==> config.mk <==
export PLATFORM = sky130hd
export DESIGN_NAME = gpt_timer_group
export DESIGN_NICKNAME = d
export VERILOG_FILES = /design/src/design/gpt_pkg.sv /design/src/design/gpt_timer_group.sv
export SDC_FILE = /design/constraint.sdc
export NUM_CORES = 1
export LEC_CHECK = 0
export ABC_AREA = 0
export BUFFER_PORTS_ARGS = -buffer_cell sky130_fd_sc_hd__buf_2
export CAP_MARGIN = 5
export CORE_ASPECT_RATIO = 0.9
export CORE_MARGIN = 2
export CORE_UTILIZATION = 40
export DETAILED_ROUTE_END_ITERATION = 12
export HOLD_SLACK_MARGIN = 0.06
export PLACE_DENSITY = 0.64
export SLEW_MARGIN = 10
export SYNTH_ARGS = -nofsm -noshare
export SYNTH_HDL_FRONTEND = slang
export SYNTH_SLANG_ARGS = --single-unit
==> constraint.sdc <==
create_clock -name hclk -period 7 [get_ports hclk]
set_clock_uncertainty 0.05 [all_clocks]
set_input_delay 0.35 -clock hclk [delete_from_list [all_inputs] [get_ports hclk]]
set_output_delay 0.35 -clock hclk [all_outputs]
set_load 0.01 [all_outputs]
==> src/design/gpt_pkg.sv <==
// Contract
// RULE1: Five 16-bit timers in two modules.
// RULE2: Timers run alone or chained within module.
// RULE3: First-module timers select one of four modes.
// RULE4: Timer mode counts prescaled system clock.
// RULE5: Counter mode counts external input pin events.
// RULE6: Gated mode counts only at active gate level.
// RULE7: Finest resolution is four system clocks.
// RULE8: Direction from software or direction pin.
// RULE9: Quadrature phases give count and direction.
// RULE10: Toggle latch flips on core wrap.
// RULE11: Toggle latch optionally drives output pin.
// RULE12: Toggle latch can clock auxiliary timers.
// RULE13: Auxiliary capture or reload mode stops counting.
// RULE14: Capture copies core value on input signal.
// RULE15: Reload core from auxiliary on trigger.
// RULE16: Opposite-edge reloads give continuous PWM.
// RULE17: Some inputs have no pin connection.
// RULE18: Sixteen-bit counters wrap both directions.
// RULE19: External inputs synchronised before use.
package gpt_pkg;
  // ****************************************************************
  // Register map
  // ****************************************************************
  localparam logic [7:0] GPT_AUX_A_CTRL = 8'h00;
  localparam logic [7:0] GPT_CORE_CTRL  = 8'h04;
  localparam logic [7:0] GPT_AUX_B_CTRL = 8'h08;
  localparam logic [7:0] GPT_M2_CTRL    = 8'h0c;
  localparam logic [7:0] GPT_M2B_CTRL   = 8'h10;
  localparam logic [7:0] GPT_AUX_A_CNT  = 8'h14;
  localparam logic [7:0] GPT_CORE_CNT   = 8'h18;
  localparam logic [7:0] GPT_AUX_B_CNT  = 8'h1c;
  localparam logic [7:0] GPT_M2_CNT     = 8'h20;
  localparam logic [7:0] GPT_M2B_CNT    = 8'h24;
  localparam logic [7:0] GPT_STATUS     = 8'h28;
  // ****************************************************************
  // Control field positions
  // ****************************************************************
  localparam int GPT_F_PRE  = 0;   // 3 bits, divider 4 << pre
  localparam int GPT_F_MODE = 3;   // 3 bits
  localparam int GPT_F_RUN  = 6;
  localparam int GPT_F_DIR  = 7;   // 1 = down
  localparam int GPT_F_XDIR = 8;   // direction from pin
  localparam int GPT_F_EDGE = 9;   // 2 bits: rise, fall
  localparam int GPT_F_GLVL = 11;  // active gate level
  localparam int GPT_F_OE   = 12;  // toggle latch to pin
  localparam int GPT_F_RTGL = 13;  // 2 bits: reload on latch rise, fall
  localparam int GPT_F_RPIN = 15;  // reload on input pin edge
  localparam logic [15:0] GPT_CTRL_RST = 16'h0000;
  localparam logic [15:0] GPT_CNT_RST  = 16'h0000;
  localparam int GPT_MIN_DIV = 4;
  // ****************************************************************
  // Types
  // ****************************************************************
  typedef enum logic [2:0] {
    GPT_M_TIMER   = 3'b000,
    GPT_M_COUNTER = 3'b001,
    GPT_M_GATED   = 3'b010,
    GPT_M_QUAD    = 3'b011,
    GPT_M_RELOAD  = 3'b100,
    GPT_M_CAPTURE = 3'b101,
    GPT_M_CHAIN   = 3'b110
  } gpt_mode_t;
  typedef struct packed {
    logic a_in;
    logic a_dir;
    logic c_in;
    logic c_dir;
    logic b_in;
    logic b_dir;
    logic m2b_in;
  } gpt_pins_t;
endpackage

==> src/design/gpt_timer_group.sv <==
`timescale 1ns/100ps
`default_nettype none
module gpt_timer_group #(
  parameter int W = 16
) (
  // Bus clock and reset
  input  wire logic         hclk,
  input  wire logic         hresetn,
  // AHB-Lite slave
  input  wire logic         hsel,
  input  wire logic [31:0]  haddr,
  input  wire logic [1:0]   htrans,
  input  wire logic         hwrite,
  input  wire logic [2:0]   hsize,
  input  wire logic [31:0]  hwdata,
  input  wire logic         hready,
  output logic      [31:0]  hrdata,
  output logic              hreadyout,
  output logic              hresp,
  // Timer pins
  input  wire gpt_pkg::gpt_pins_t pins,
  output logic              toggle_output_pin
);
  import gpt_pkg::*;

  // ****************************************************************
  // Input synchronisers
  // ****************************************************************
  gpt_pins_t sync1_ff;
  gpt_pins_t sync2_ff;
  gpt_pins_t prev_ff;
  logic [4:0] ext_in;
  logic [4:0] ext_dir;
  logic [4:0] in_rise;
  logic [4:0] in_fall;
  logic [4:0] in_now;

  always_ff @(posedge hclk or negedge hresetn) begin
    if (!hresetn) begin
      sync1_ff <= '0;
      sync2_ff <= '0;
      prev_ff  <= '0;
    end else begin
      sync1_ff <= pins;       // RULE19
      sync2_ff <= sync1_ff;   // RULE19
      prev_ff  <= sync2_ff;
    end
  end

  // Unbonded inputs are held low.
  assign ext_in  = {sync2_ff.m2b_in, 1'b0, sync2_ff.b_in, sync2_ff.c_in, 1'b0}; // RULE17
  assign ext_dir = {1'b0, 1'b0, 1'b0, sync2_ff.c_dir, 1'b0};                    // RULE17
  assign in_now  = ext_in;
  assign in_rise = ext_in & ~{prev_ff.m2b_in, 1'b0, prev_ff.b_in, prev_ff.c_in, 1'b0};
  assign in_fall = ~ext_in & {prev_ff.m2b_in, 1'b0, prev_ff.b_in, prev_ff.c_in, 1'b0};

  // ****************************************************************
  // Registers
  // ****************************************************************
  // Index 0 aux a, 1 core, 2 aux b, 3 module two core, 4 module two aux.
  logic [15:0]  ctrl_ff [5];
  logic [W-1:0] cnt_ff  [5];
  logic [W-1:0] nxt_cnt [5];
  logic         tgl_ff;
  logic         tgl_rise;
  logic         tgl_fall;
  logic [4:0]   wrap;
  logic [4:0]   tick;
  logic [4:0]   down;

  logic         ap_we_ff;
  logic [7:0]   ap_addr_ff;
  logic         wr_go;
  assign wr_go = ap_we_ff;

  function automatic logic [2:0] mode_of(input logic [15:0] c);
    mode_of = c[GPT_F_MODE +: 3];
  endfunction

  function automatic logic reg_hit(input logic [7:0] a);
    reg_hit = (a <= GPT_STATUS) && (a[1:0] == 2'b00);
  endfunction

  // ****************************************************************
  // Prescaler
  // ****************************************************************
  // One free-running counter serves all timers; its low pre+2 bits all set give
  // a tick every 4 << pre clocks, never faster than every four.
  logic [9:0] pre_cnt_ff;
  logic [9:0] pre_nxt;
  assign pre_nxt = pre_cnt_ff + 10'h001;

  always_ff @(posedge hclk or negedge hresetn) begin
    if (!hresetn) begin
      pre_cnt_ff <= 10'h000;
    end else begin
      pre_cnt_ff <= pre_nxt;
    end
  end

  function automatic logic pre_tick(input logic [2:0] p, input logic [9:0] c);
    logic [9:0] m;
    m = (10'h004 << p) - 10'h001; // RULE7
    pre_tick = ((c & m) == m);
  endfunction

  // ****************************************************************
  // Count sources
  // ****************************************************************
  logic [4:0] q_tick;
  logic       q_dir;
  // Quadrature only on the core timer, where both phases are bonded.
  assign q_tick = {4'h0, 1'b0} | {3'h0, (sync2_ff.c_in ^ prev_ff.c_in)
                  | (sync2_ff.c_dir ^ prev_ff.c_dir), 1'b0};                    // RULE9
  assign q_dir  = sync2_ff.c_dir ^ prev_ff.c_in;                                // RULE9

  always_comb begin
    for (int i = 0; i < 5; i++) begin
      logic [15:0] c;
      c = ctrl_ff[i];
      tick[i] = 1'b0;
      down[i] = c[GPT_F_XDIR] ? (c[GPT_F_DIR] ^ ext_dir[i]) : c[GPT_F_DIR];   // RULE8
      if (c[GPT_F_RUN]) begin
        unique case (gpt_mode_t'(mode_of(c)))
          GPT_M_TIMER:   tick[i] = pre_tick(c[GPT_F_PRE +: 3], pre_cnt_ff);   // RULE4
          GPT_M_GATED:   tick[i] = pre_tick(c[GPT_F_PRE +: 3], pre_cnt_ff)
                                   && (in_now[i] == c[GPT_F_GLVL]);           // RULE6
          GPT_M_COUNTER: tick[i] = (c[GPT_F_EDGE] & in_rise[i])
                                   | (c[GPT_F_EDGE + 1] & in_fall[i]);        // RULE5
          GPT_M_QUAD: begin
            tick[i] = q_tick[i];                                              // RULE9
            down[i] = (i == 1) ? q_dir : down[i];
          end
          GPT_M_CHAIN: begin
            // Auxiliaries take the core toggle latch; module two aux takes its core wrap.
            if (i == 0 || i == 2) begin
              tick[i] = (c[GPT_F_EDGE] & tgl_rise) | (c[GPT_F_EDGE + 1] & tgl_fall); // RULE12
            end else if (i == 4) begin
              tick[i] = wrap[3];                                              // RULE2
            end
          end
          default: tick[i] = 1'b0;  // RULE13
        endcase
      end
    end
  end

  // ****************************************************************
  // Counters
  // ****************************************************************
  logic cap_a;
  logic cap_b;
  logic rel_a;
  logic rel_b;

  function automatic logic rel_trig(input logic [15:0] c, input logic r, input logic f,
                                    input logic pin_edge);
    rel_trig = (mode_of(c) == GPT_M_RELOAD) &&
               ((c[GPT_F_RTGL] & r) | (c[GPT_F_RTGL + 1] & f) | (c[GPT_F_RPIN] & pin_edge));
  endfunction

  assign cap_a = (mode_of(ctrl_ff[0]) == GPT_M_CAPTURE) &&
                 ((ctrl_ff[0][GPT_F_EDGE] & in_rise[0]) | (ctrl_ff[0][GPT_F_EDGE+1] & in_fall[0]));
  assign cap_b = (mode_of(ctrl_ff[2]) == GPT_M_CAPTURE) &&
                 ((ctrl_ff[2][GPT_F_EDGE] & in_rise[2]) | (ctrl_ff[2][GPT_F_EDGE+1] & in_fall[2]));
  assign rel_a = rel_trig(ctrl_ff[0], tgl_rise, tgl_fall, in_rise[0] | in_fall[0]);  // RULE15
  assign rel_b = rel_trig(ctrl_ff[2], tgl_rise, tgl_fall, in_rise[2] | in_fall[2]);  // RULE15

  always_comb begin
    for (int i = 0; i < 5; i++) begin
      nxt_cnt[i] = tick[i] ? (down[i] ? cnt_ff[i] - 1'b1 : cnt_ff[i] + 1'b1) : cnt_ff[i]; // RULE18
      wrap[i] = tick[i] && (down[i] ? (cnt_ff[i] == '0) : (cnt_ff[i] == '1));             // RULE18
    end
  end

  // Latch transitions are taken from the stored latch, so a reload
  // lands one clock after the wrap that flipped it.
  logic tgl_prev_ff;
  assign tgl_rise = tgl_ff & ~tgl_prev_ff;
  assign tgl_fall = ~tgl_ff & tgl_prev_ff;

  always_ff @(posedge hclk or negedge hresetn) begin
    if (!hresetn) begin
      tgl_ff      <= 1'b0;
      tgl_prev_ff <= 1'b0;
    end else begin
      tgl_prev_ff <= tgl_ff;
      if (wrap[1]) begin
        tgl_ff <= ~tgl_ff;  // RULE10
      end
    end
  end

  assign toggle_output_pin = tgl_ff & ctrl_ff[1][GPT_F_OE];  // RULE11

  always_ff @(posedge hclk or negedge hresetn) begin
    if (!hresetn) begin
      for (int i = 0; i < 5; i++) begin
        cnt_ff[i] <= GPT_CNT_RST;  // RULE1
      end
    end else begin
      for (int i = 0; i < 5; i++) begin
        if (wr_go && ap_addr_ff == GPT_AUX_A_CNT + 8'(4 * i)) begin
          cnt_ff[i] <= hwdata[W-1:0];
        end else if (i == 1 && rel_a) begin
          cnt_ff[i] <= cnt_ff[0];  // RULE16
        end else if (i == 1 && rel_b) begin
          cnt_ff[i] <= cnt_ff[2];  // RULE16
        end else if (i == 0 && cap_a) begin
          cnt_ff[i] <= cnt_ff[1];  // RULE14
        end else if (i == 2 && cap_b) begin
          cnt_ff[i] <= cnt_ff[1];  // RULE14
        end else begin
          cnt_ff[i] <= nxt_cnt[i];
        end
      end
    end
  end

  // ****************************************************************
  // AHB-Lite slave
  // ****************************************************************
  // Zero wait states; software writes win over hardware updates.
  always_ff @(posedge hclk or negedge hresetn) begin
    if (!hresetn) begin
      ap_we_ff   <= 1'b0;
      ap_addr_ff <= 8'h00;
    end else if (hready) begin
      ap_we_ff   <= hsel && htrans[1] && hwrite && reg_hit(haddr[7:0]) && (haddr[31:8] == '0);
      ap_addr_ff <= haddr[7:0];
    end else begin
      ap_we_ff   <= 1'b0;
    end
  end

  always_ff @(posedge hclk or negedge hresetn) begin
    if (!hresetn) begin
      for (int i = 0; i < 5; i++) begin
        ctrl_ff[i] <= GPT_CTRL_RST;
      end
    end else begin
      for (int i = 0; i < 5; i++) begin
        if (wr_go && ap_addr_ff == GPT_AUX_A_CTRL + 8'(4 * i)) begin
          ctrl_ff[i] <= hwdata[15:0];  // RULE3
        end
      end
    end
  end

  always_ff @(posedge hclk or negedge hresetn) begin
    if (!hresetn) begin
      hrdata <= 32'h0000_0000;
    end else begin
      hrdata <= 32'h0000_0000;
      if (hready && hsel && htrans[1] && !hwrite && haddr[31:8] == '0) begin
        for (int i = 0; i < 5; i++) begin
          if (haddr[7:0] == GPT_AUX_A_CTRL + 8'(4 * i)) begin
            hrdata <= {16'h0000, ctrl_ff[i]};
          end
          if (haddr[7:0] == GPT_AUX_A_CNT + 8'(4 * i)) begin
            hrdata <= {16'h0000, cnt_ff[i]};
          end
        end
        if (haddr[7:0] == GPT_STATUS) begin
          hrdata <= {31'h0, tgl_ff};
        end
      end
    end
  end

  assign hreadyout = 1'b1;
  assign hresp     = 1'b0;
endmodule
`default_nettype wire

==> metrics, run 1 <==
Area Growth Syn to Fin=11.7%; Sum Neg Setup Slack=0 ns; ANT nets after route=0; Worst VDD drop=177 µV; critical path startpoint category=primary input; slowest cell on the critical path=nor3_1; DRT iter0 DRCs=1402; Design Area, Final=16200 µm²; CP Launch Point=haddr[1]; routed length per instance=22.9 µm; post-synthesis cell type count=94; Pwr Total=3.09 mW; Hold/Removal Path Class=in2reg; port bufs=74; Clock Path Buffers=3; max-slew violations=0; Worst Path Required=7.31 ns; Critical Path Max Stage Delay=0.67 ns; via/cell ratio=6.13; Starting Density=40.4%; CTS Sinks=208; TritonRoute pass-1 iters=5; largest delay contributor family on the critical path=simple AND/OR/NAND/NOR gates; total CTS buffers=26; Clock transition at path regs=0.06 ns; reg-to-reg startpoint=ctrl_ff[53]; post-synthesis instance total=1642; Worst setup EP type=register; Post-DP HPWL=34700 µm; width of the chip=205 µm; critical path type=in2reg; number of global-route vias before repair=12700; Die Y=185 µm; worst setup margin=3.42 ns; Mapped Avg Cell Area=8.85 µm²; part of the cycle the worst path needs=51.1%; Clock Tree Root=clkbuf_16; leakage=6.86 nW; placed cell area=15200 µm²; GRT Overall Usage=26.3%; Max FO, Critical Path=12; largest net degree at the start of global routing=94; RSZ-0062 raised after global routing=false; most frequent cells in the layout=dfrtp_1 (208), nand2_1 (160), nor2_1 (157), a21oi_1 (108), mux2_2 (82); Core Area=36000 µm²; initial antenna violation count=1; register area share after synthesis=35.8%; FF-to-FF End=cnt_ff[60]; crit-path cells=dlygate4sd3_1 -> buf_2 -> nor3_1 -> nand2_1 -> nor2_1 -> nor2_1 -> nand2_1 -> a21oi_1 -> a2111oi_0; pwr/cell area=190 nW/µm²; Std-Cell Rows=66; Post-synth EDFFs=0; YS warnings=0; post-layout min period=3.58 ns; # Post-CTS Setup Buffers=0; Primary FF master, synth=dfrtp_1; Worst Path Arrival=3.89 ns; Final nets=1844; post-synthesis register bit count=208; GRT overflow=0; count of final setup violators=0; Setup crit end=hrdata[3]; utilization after layout=45.1%; num ports=116; ant diodes=0; layout cell share with drive strength beyond 1=14.7%; via count=13400; commonest non-fill, non-tap cell in the layout=dfrtp_1; Reg2Reg Setup Slack=3.50 ns; CTS H-tree lvls=1; run status=finished, final reports clean; DP Worst Slack=3.56 ns; max_slew headroom=28.2%; drt total wl=49800 µm; Max Cap Viol=0; first-pass GRT wire length=76200 µm; Fin. Hold Viols=0; clk_lat worst skew=0.55 ns; gpl congestion=0.931; ys async rst share=100%; Buf/Inv on CP=2; WP depth=9; TritonCTS clock tree=built; Mapped Area=14500 µm²; Worst Reg-to-Reg Cells=13; Die ar.=37900 µm²; fmax=280 MHz; Worst Max-Slew Pin Slew=1.08 ns; DRC=0
==> layout make-up <==
class / count / area [µm²]
Sequential cell: 208 / 5200
Multi-Input combinational cell: 1291 / 8700
Tap cell: 476 / 596
Fill cell: 3558 / 19800
Inverter: 52 / 195
Timing Repair Buffer: 104 / 631
Clock buffer: 32 / 713
Clock inverter: 16 / 190
==> per-layer routing <==
layer  track usage, %  wire [µm]  up-vias
met5                0          0        -
met1             38.1      22300     6526
met3             4.19       4000      127
met4             8.98       1890        0
met2             39.6      21700      612
li1                 -          -     6103
==> repair_timing <==
item,4_1_cts,5_1_grt
hold buffers,10,0
gates resized for setup,0,0
endpoints found under the hold margin,99,0
==> synth_stat cells, drive strengths merged, types with 38 or more instances <==
cell type | n | area (µm²)
a21oi | 109 | 557
buf | 51 | 295
clkbuf | 56 | 210
dfrtp | 208 | 5200
ha | 75 | 938
inv | 51 | 191
mux2 | 82 | 923
nand2 | 160 | 601
nor2 | 159 | 607
nor3 | 38 | 195
o21ai | 102 | 518
xnor2 | 38 | 333
==> worst min path at each step <==
stage	from	endpoint	depth (start not counted)
global route	haddr[4]	ap_addr_ff[4]	2
CTS	haddr[4]	ap_addr_ff[4]	2
finish	haddr[4]	ap_addr_ff[4]	2
floorplan	hresetn	ap_addr_ff[0]	0
detailed placement	sync1_ff[4]	ext_in[1]	0
global placement	sync1_ff[4]	ext_in[1]	0
==> metrics by stage <==
stage	hold slack (ns)	cells
detailed placement	0.293	2121
global route	0.123	2179
global placement	0.282	2121
floorplan	0.00441	1658
finish	0.0982	2179
CTS	0.0840	2179
==> report_power, final <==
group	switching, mW	internal [mW]	leakage, nW
logic	0.225	0.149	3.95
registers	0.0568	1.24	2.47
clock network	0.577	0.841	0.442
==> sequential cells by signal, summed over array words and instances (netlist names) <==
| signal | flops |
|---|---|
| tgl_ff | 1 |
| sync1_ff | 4 |
| ctrl_ff | 80 |
| ap_we_ff | 1 |
| tgl_prev_ff | 1 |
| ext_in | 3 |
| ext_dir | 1 |
| pre_cnt_ff | 9 |
| prev_ff | 4 |
| hrdata | 16 |
| ap_addr_ff | 8 |
| cnt_ff | 80 |
==> cell families (layout without fill, tap and decap cells) <==
| logic type | after synthesis | count (layout) | share of synthesized area [%] |
|---|---|---|---|
| DFF | 208 | 208 | 35.8 |
| other | 2 | 18 | 0.0517 |
| AOI/OAI and AO/OA | 482 | 482 | 22.3 |
| adders and majority gates | 80 | 80 | 7.15 |
| xor gates and xnor gates | 56 | 56 | 3.38 |
| muxes | 118 | 118 | 8.84 |
| and+or+nand+nor | 537 | 537 | 17.6 |
| buffers and inverters | 159 | 204 | 4.82 |
Power figures use the tool's default switching activity.
==> run 2: changes to the inputs <==
- ABC_AREA: 0 -> 1
- clock period: 7 -> 3.35 ns (I/O delays scaled with it)
==> run 2 against run 1 <==
Effect of this change:
- cell count increased by 38%
- clock power increased by 100%
- global-route usage increased by 2.5 points
- register-to-register slack got worse by 3.1 ns
==> metrics, run 2 <==
DRT iter0 DRCs=1757 (+25%); ant diodes=0 (unchanged); TritonRoute pass-1 iters=5 (unchanged); grt met3 use=6.06% (+1.9 points); number of global-route vias before repair=14900 (+17%); commonest non-fill, non-tap cell in the layout=nand2_1; Clock transition at path regs=0.06 ns (about the same); Fillers=4015 (+13%); Worst Path Arrival=3.30 ns (-0.59 ns); Hold/Removal Path Class=in2async; Top Registers=cnt_ff x80, ctrl_ff x80, hrdata x16; Worst setup EP type=register; YS warnings=0 (unchanged); critical path startpoint category=register; count of final setup violators=0 (unchanged); via/cell ratio=5.42 (-12%); total CTS buffers=25 (-3.8%); part of the cycle the worst path needs=86.9%; clk_lat worst skew=0.56 ns (about the same); Post-synth EDFFs=0 (unchanged); ANT nets after route=0 (unchanged); first-pass GRT wire length=88600 µm (+16%); layout cell share with drive strength beyond 1=7.61% (-7.1 points); port bufs=74 (unchanged); Fin. Hold Viols=0 (unchanged); Mapped Area=15600 µm² (+7.4%); GRT overflow=0 (unchanged); Final nets=2625 (+42%); run status=finished, final reports clean; post-layout min period=2.91 ns; Primary FF master, synth=dfrtp_1; Core Area=38500 µm² (+6.8%); most frequent cells in the layout=nand2_1 (786), inv_1 (252), nand3_1 (221), dfrtp_1 (208), o21ai_0 (176); width of the chip=212 µm (+3.6%); post-CTS resize count=0 (unchanged); register area share after synthesis=33.3% (-2.5 points); Sum Neg Setup Slack=0 ns (unchanged); GRT Overall Usage=28.7% (+2.5 points); ys async rst share=100% (unchanged); GRT met1 Usage=41.6% (+3.5 points); Post-DP HPWL=43400 µm (+25%); cells taking the most area after synthesis=dfrtp_1 (33%), nand2_1 (19%), nand3_1 (7.1%); post-synthesis register bit count=208 (unchanged); Die Y=191 µm (+3.6%); largest net degree at the start of global routing=116 (+23%); post-synthesis cell type count=46 (-51%); Area Growth Syn to Fin=14.0%; Clock Tree Root=clkbuf_16; dominant cell by count in the synthesized netlist=nand2_1; Worst VDD drop=342 µV (+93%); Std-Cell Rows=68 (+3.0%); Starting Density=40.6% (+0.23 points); DRC=0 (unchanged); Max FO, Critical Path=12 (unchanged); Synth top cells by count=nand2_1 (786), inv_1 (252), nand3_1 (221); via count=16300 (+22%); CTS Sinks=208 (unchanged); GR peak layer=met2; routed length per instance=19.3 µm (-16%); met2 Use GR=42.9% (+3.3 points); Mapped Avg Cell Area=6.62 µm² (-25%); CTS H-tree lvls=1 (unchanged); post-synth top area share=33.3% (-2.5 points); leakage=8.95 nW (+30%); Worst Max-Slew Pin Slew=1.05 ns (-0.0234 ns); max-slew violations=0 (unchanged); critical path type=reg2reg; post-synthesis instance total=2358 (+44%); max_slew headroom=29.8% (+1.6 points); drt total wl=58000 µm (+16%); Worst Path Required=3.73 ns (-3.58 ns); initial antenna violation count=0 (-1); Die ar.=40600 µm² (+7.3%); Max Cap Viol=0 (unchanged); Clock Path Buffers=3 (unchanged); post-synth top area cell=dfrtp_1; RSZ-0062 raised after global routing=false; fmax=343 MHz; TritonCTS clock tree=built; num ports=116 (unchanged); hold slack final=0.192 ns (+0.0937 ns); utilization after layout=46.3% (+1.2 points); gpl congestion=0.989 (+6.3%); pwr/cell area=331 nW/µm² (+74%)
[run 2: cell count changes after synthesis, sizes merged, moves of 26 or more]
cell / before / now
a22oi: 32 / 0
a31oi: 37 / 2
inv: 51 / 261
mux2: 82 / 0
mux2i: 36 / 0
nand2: 160 / 795
nand3: 36 / 221
nand4: 15 / 41
nor2: 159 / 189
o21ai: 102 / 188
[run 2: path summary, 6_finish.rpt]
path / from / end / slack [ns] / cells past startpoint
setup / recovery: ext_dir[1] / cnt_ff[63] / 0.44 / 18
hold / removal: hresetn / prev_ff[2] / 0.19 / 2
setup reg to reg: ext_dir[1] / cnt_ff[63] / 0.44 / 18
hold reg to reg: sync1_ff[3] / ext_dir[1] / 0.29 / 0
max in group asynchronous: hresetn / ctrl_ff[65] / 2.23 / 3
min in group hclk: haddr[20] / hrdata[0] / 0.20 / 8
[run 2: layer usage]
metal	up-vias	part of all wire (%)
li1	7878	-
met1	7599	45
met2	722	42
met3	118	9.8
met4	0	3.4
met5	-	0
[run 2: cell type report]
cell class	instances	area [µm²]	share of cell area [%]
sequential	208	5200	29.3
inverter	261	980	5.51
multi-input combinational	1826	9070	51.0
tap	525	657	3.69
clock buffer	33	676	3.80
clock inverter	13	176	0.992
timing repair buffer	142	1030	5.78
[run 2: report_power, final]
part / switching, mW / internal [mW]
combinational: 0.299 / 0.139
clock: 1.17 / 1.73
sequential: 0.0118 / 2.53
total: 1.48 / 4.40
[run 2: timing repair]
action | in CTS | in global routing
hold buffers | 45 | 0
hold endpoints to repair | 166 | 0
buffers inserted | 0 | 0
[run 2: kinds of logic after synthesis]
| family | after synthesis | synth area share (%) |
|---|---|---|
| fa+ha+maj | 80 | 6.65 |
| compound gates | 386 | 13.5 |
| other cells | 2 | 0.0481 |
| flops | 208 | 33.3 |
| buf+inv | 340 | 8.95 |
| xor+xnor | 40 | 2.24 |
| simple gates | 1302 | 35.3 |
[run 2: metrics by stage]
| step | setup slack (ns) | instances | area [µm²] | power [mW] |
|---|---|---|---|---|
| 5_1_grt | 0.216 | 3008 | 17800 | 6.05 |
| 6_report | 0.437 | 3008 | 17800 | 5.88 |
| 3_5_place_dp | 0.514 | 2917 | 16500 | 2.97 |
| 2_1_floorplan | 0.929 | 2374 | 15700 | 2.78 |
| 3_3_place_gp | 0.552 | 2917 | 16500 | 2.97 |
| 4_1_cts | 0.495 | 3008 | 17800 | 5.90 |
[run 2: critical path: stages, from the launching register on]
cell     delay [ns]
dfrtp_1        0.43
inv_1          0.11
nand2_1        0.07
nand2_1        0.06
nand2_1        0.07
nand2_1        0.12
inv_1          0.23
buf_4          0.24
ha_1           0.39
inv_1          0.08
nor3_1         0.26
and2_1         0.17
nand2_1        0.06
nand3_1        0.08
nand3_1        0.10
nand2_1        0.11
nand2_1        0.06
nand2_1        0.06
nand2_1        0.04
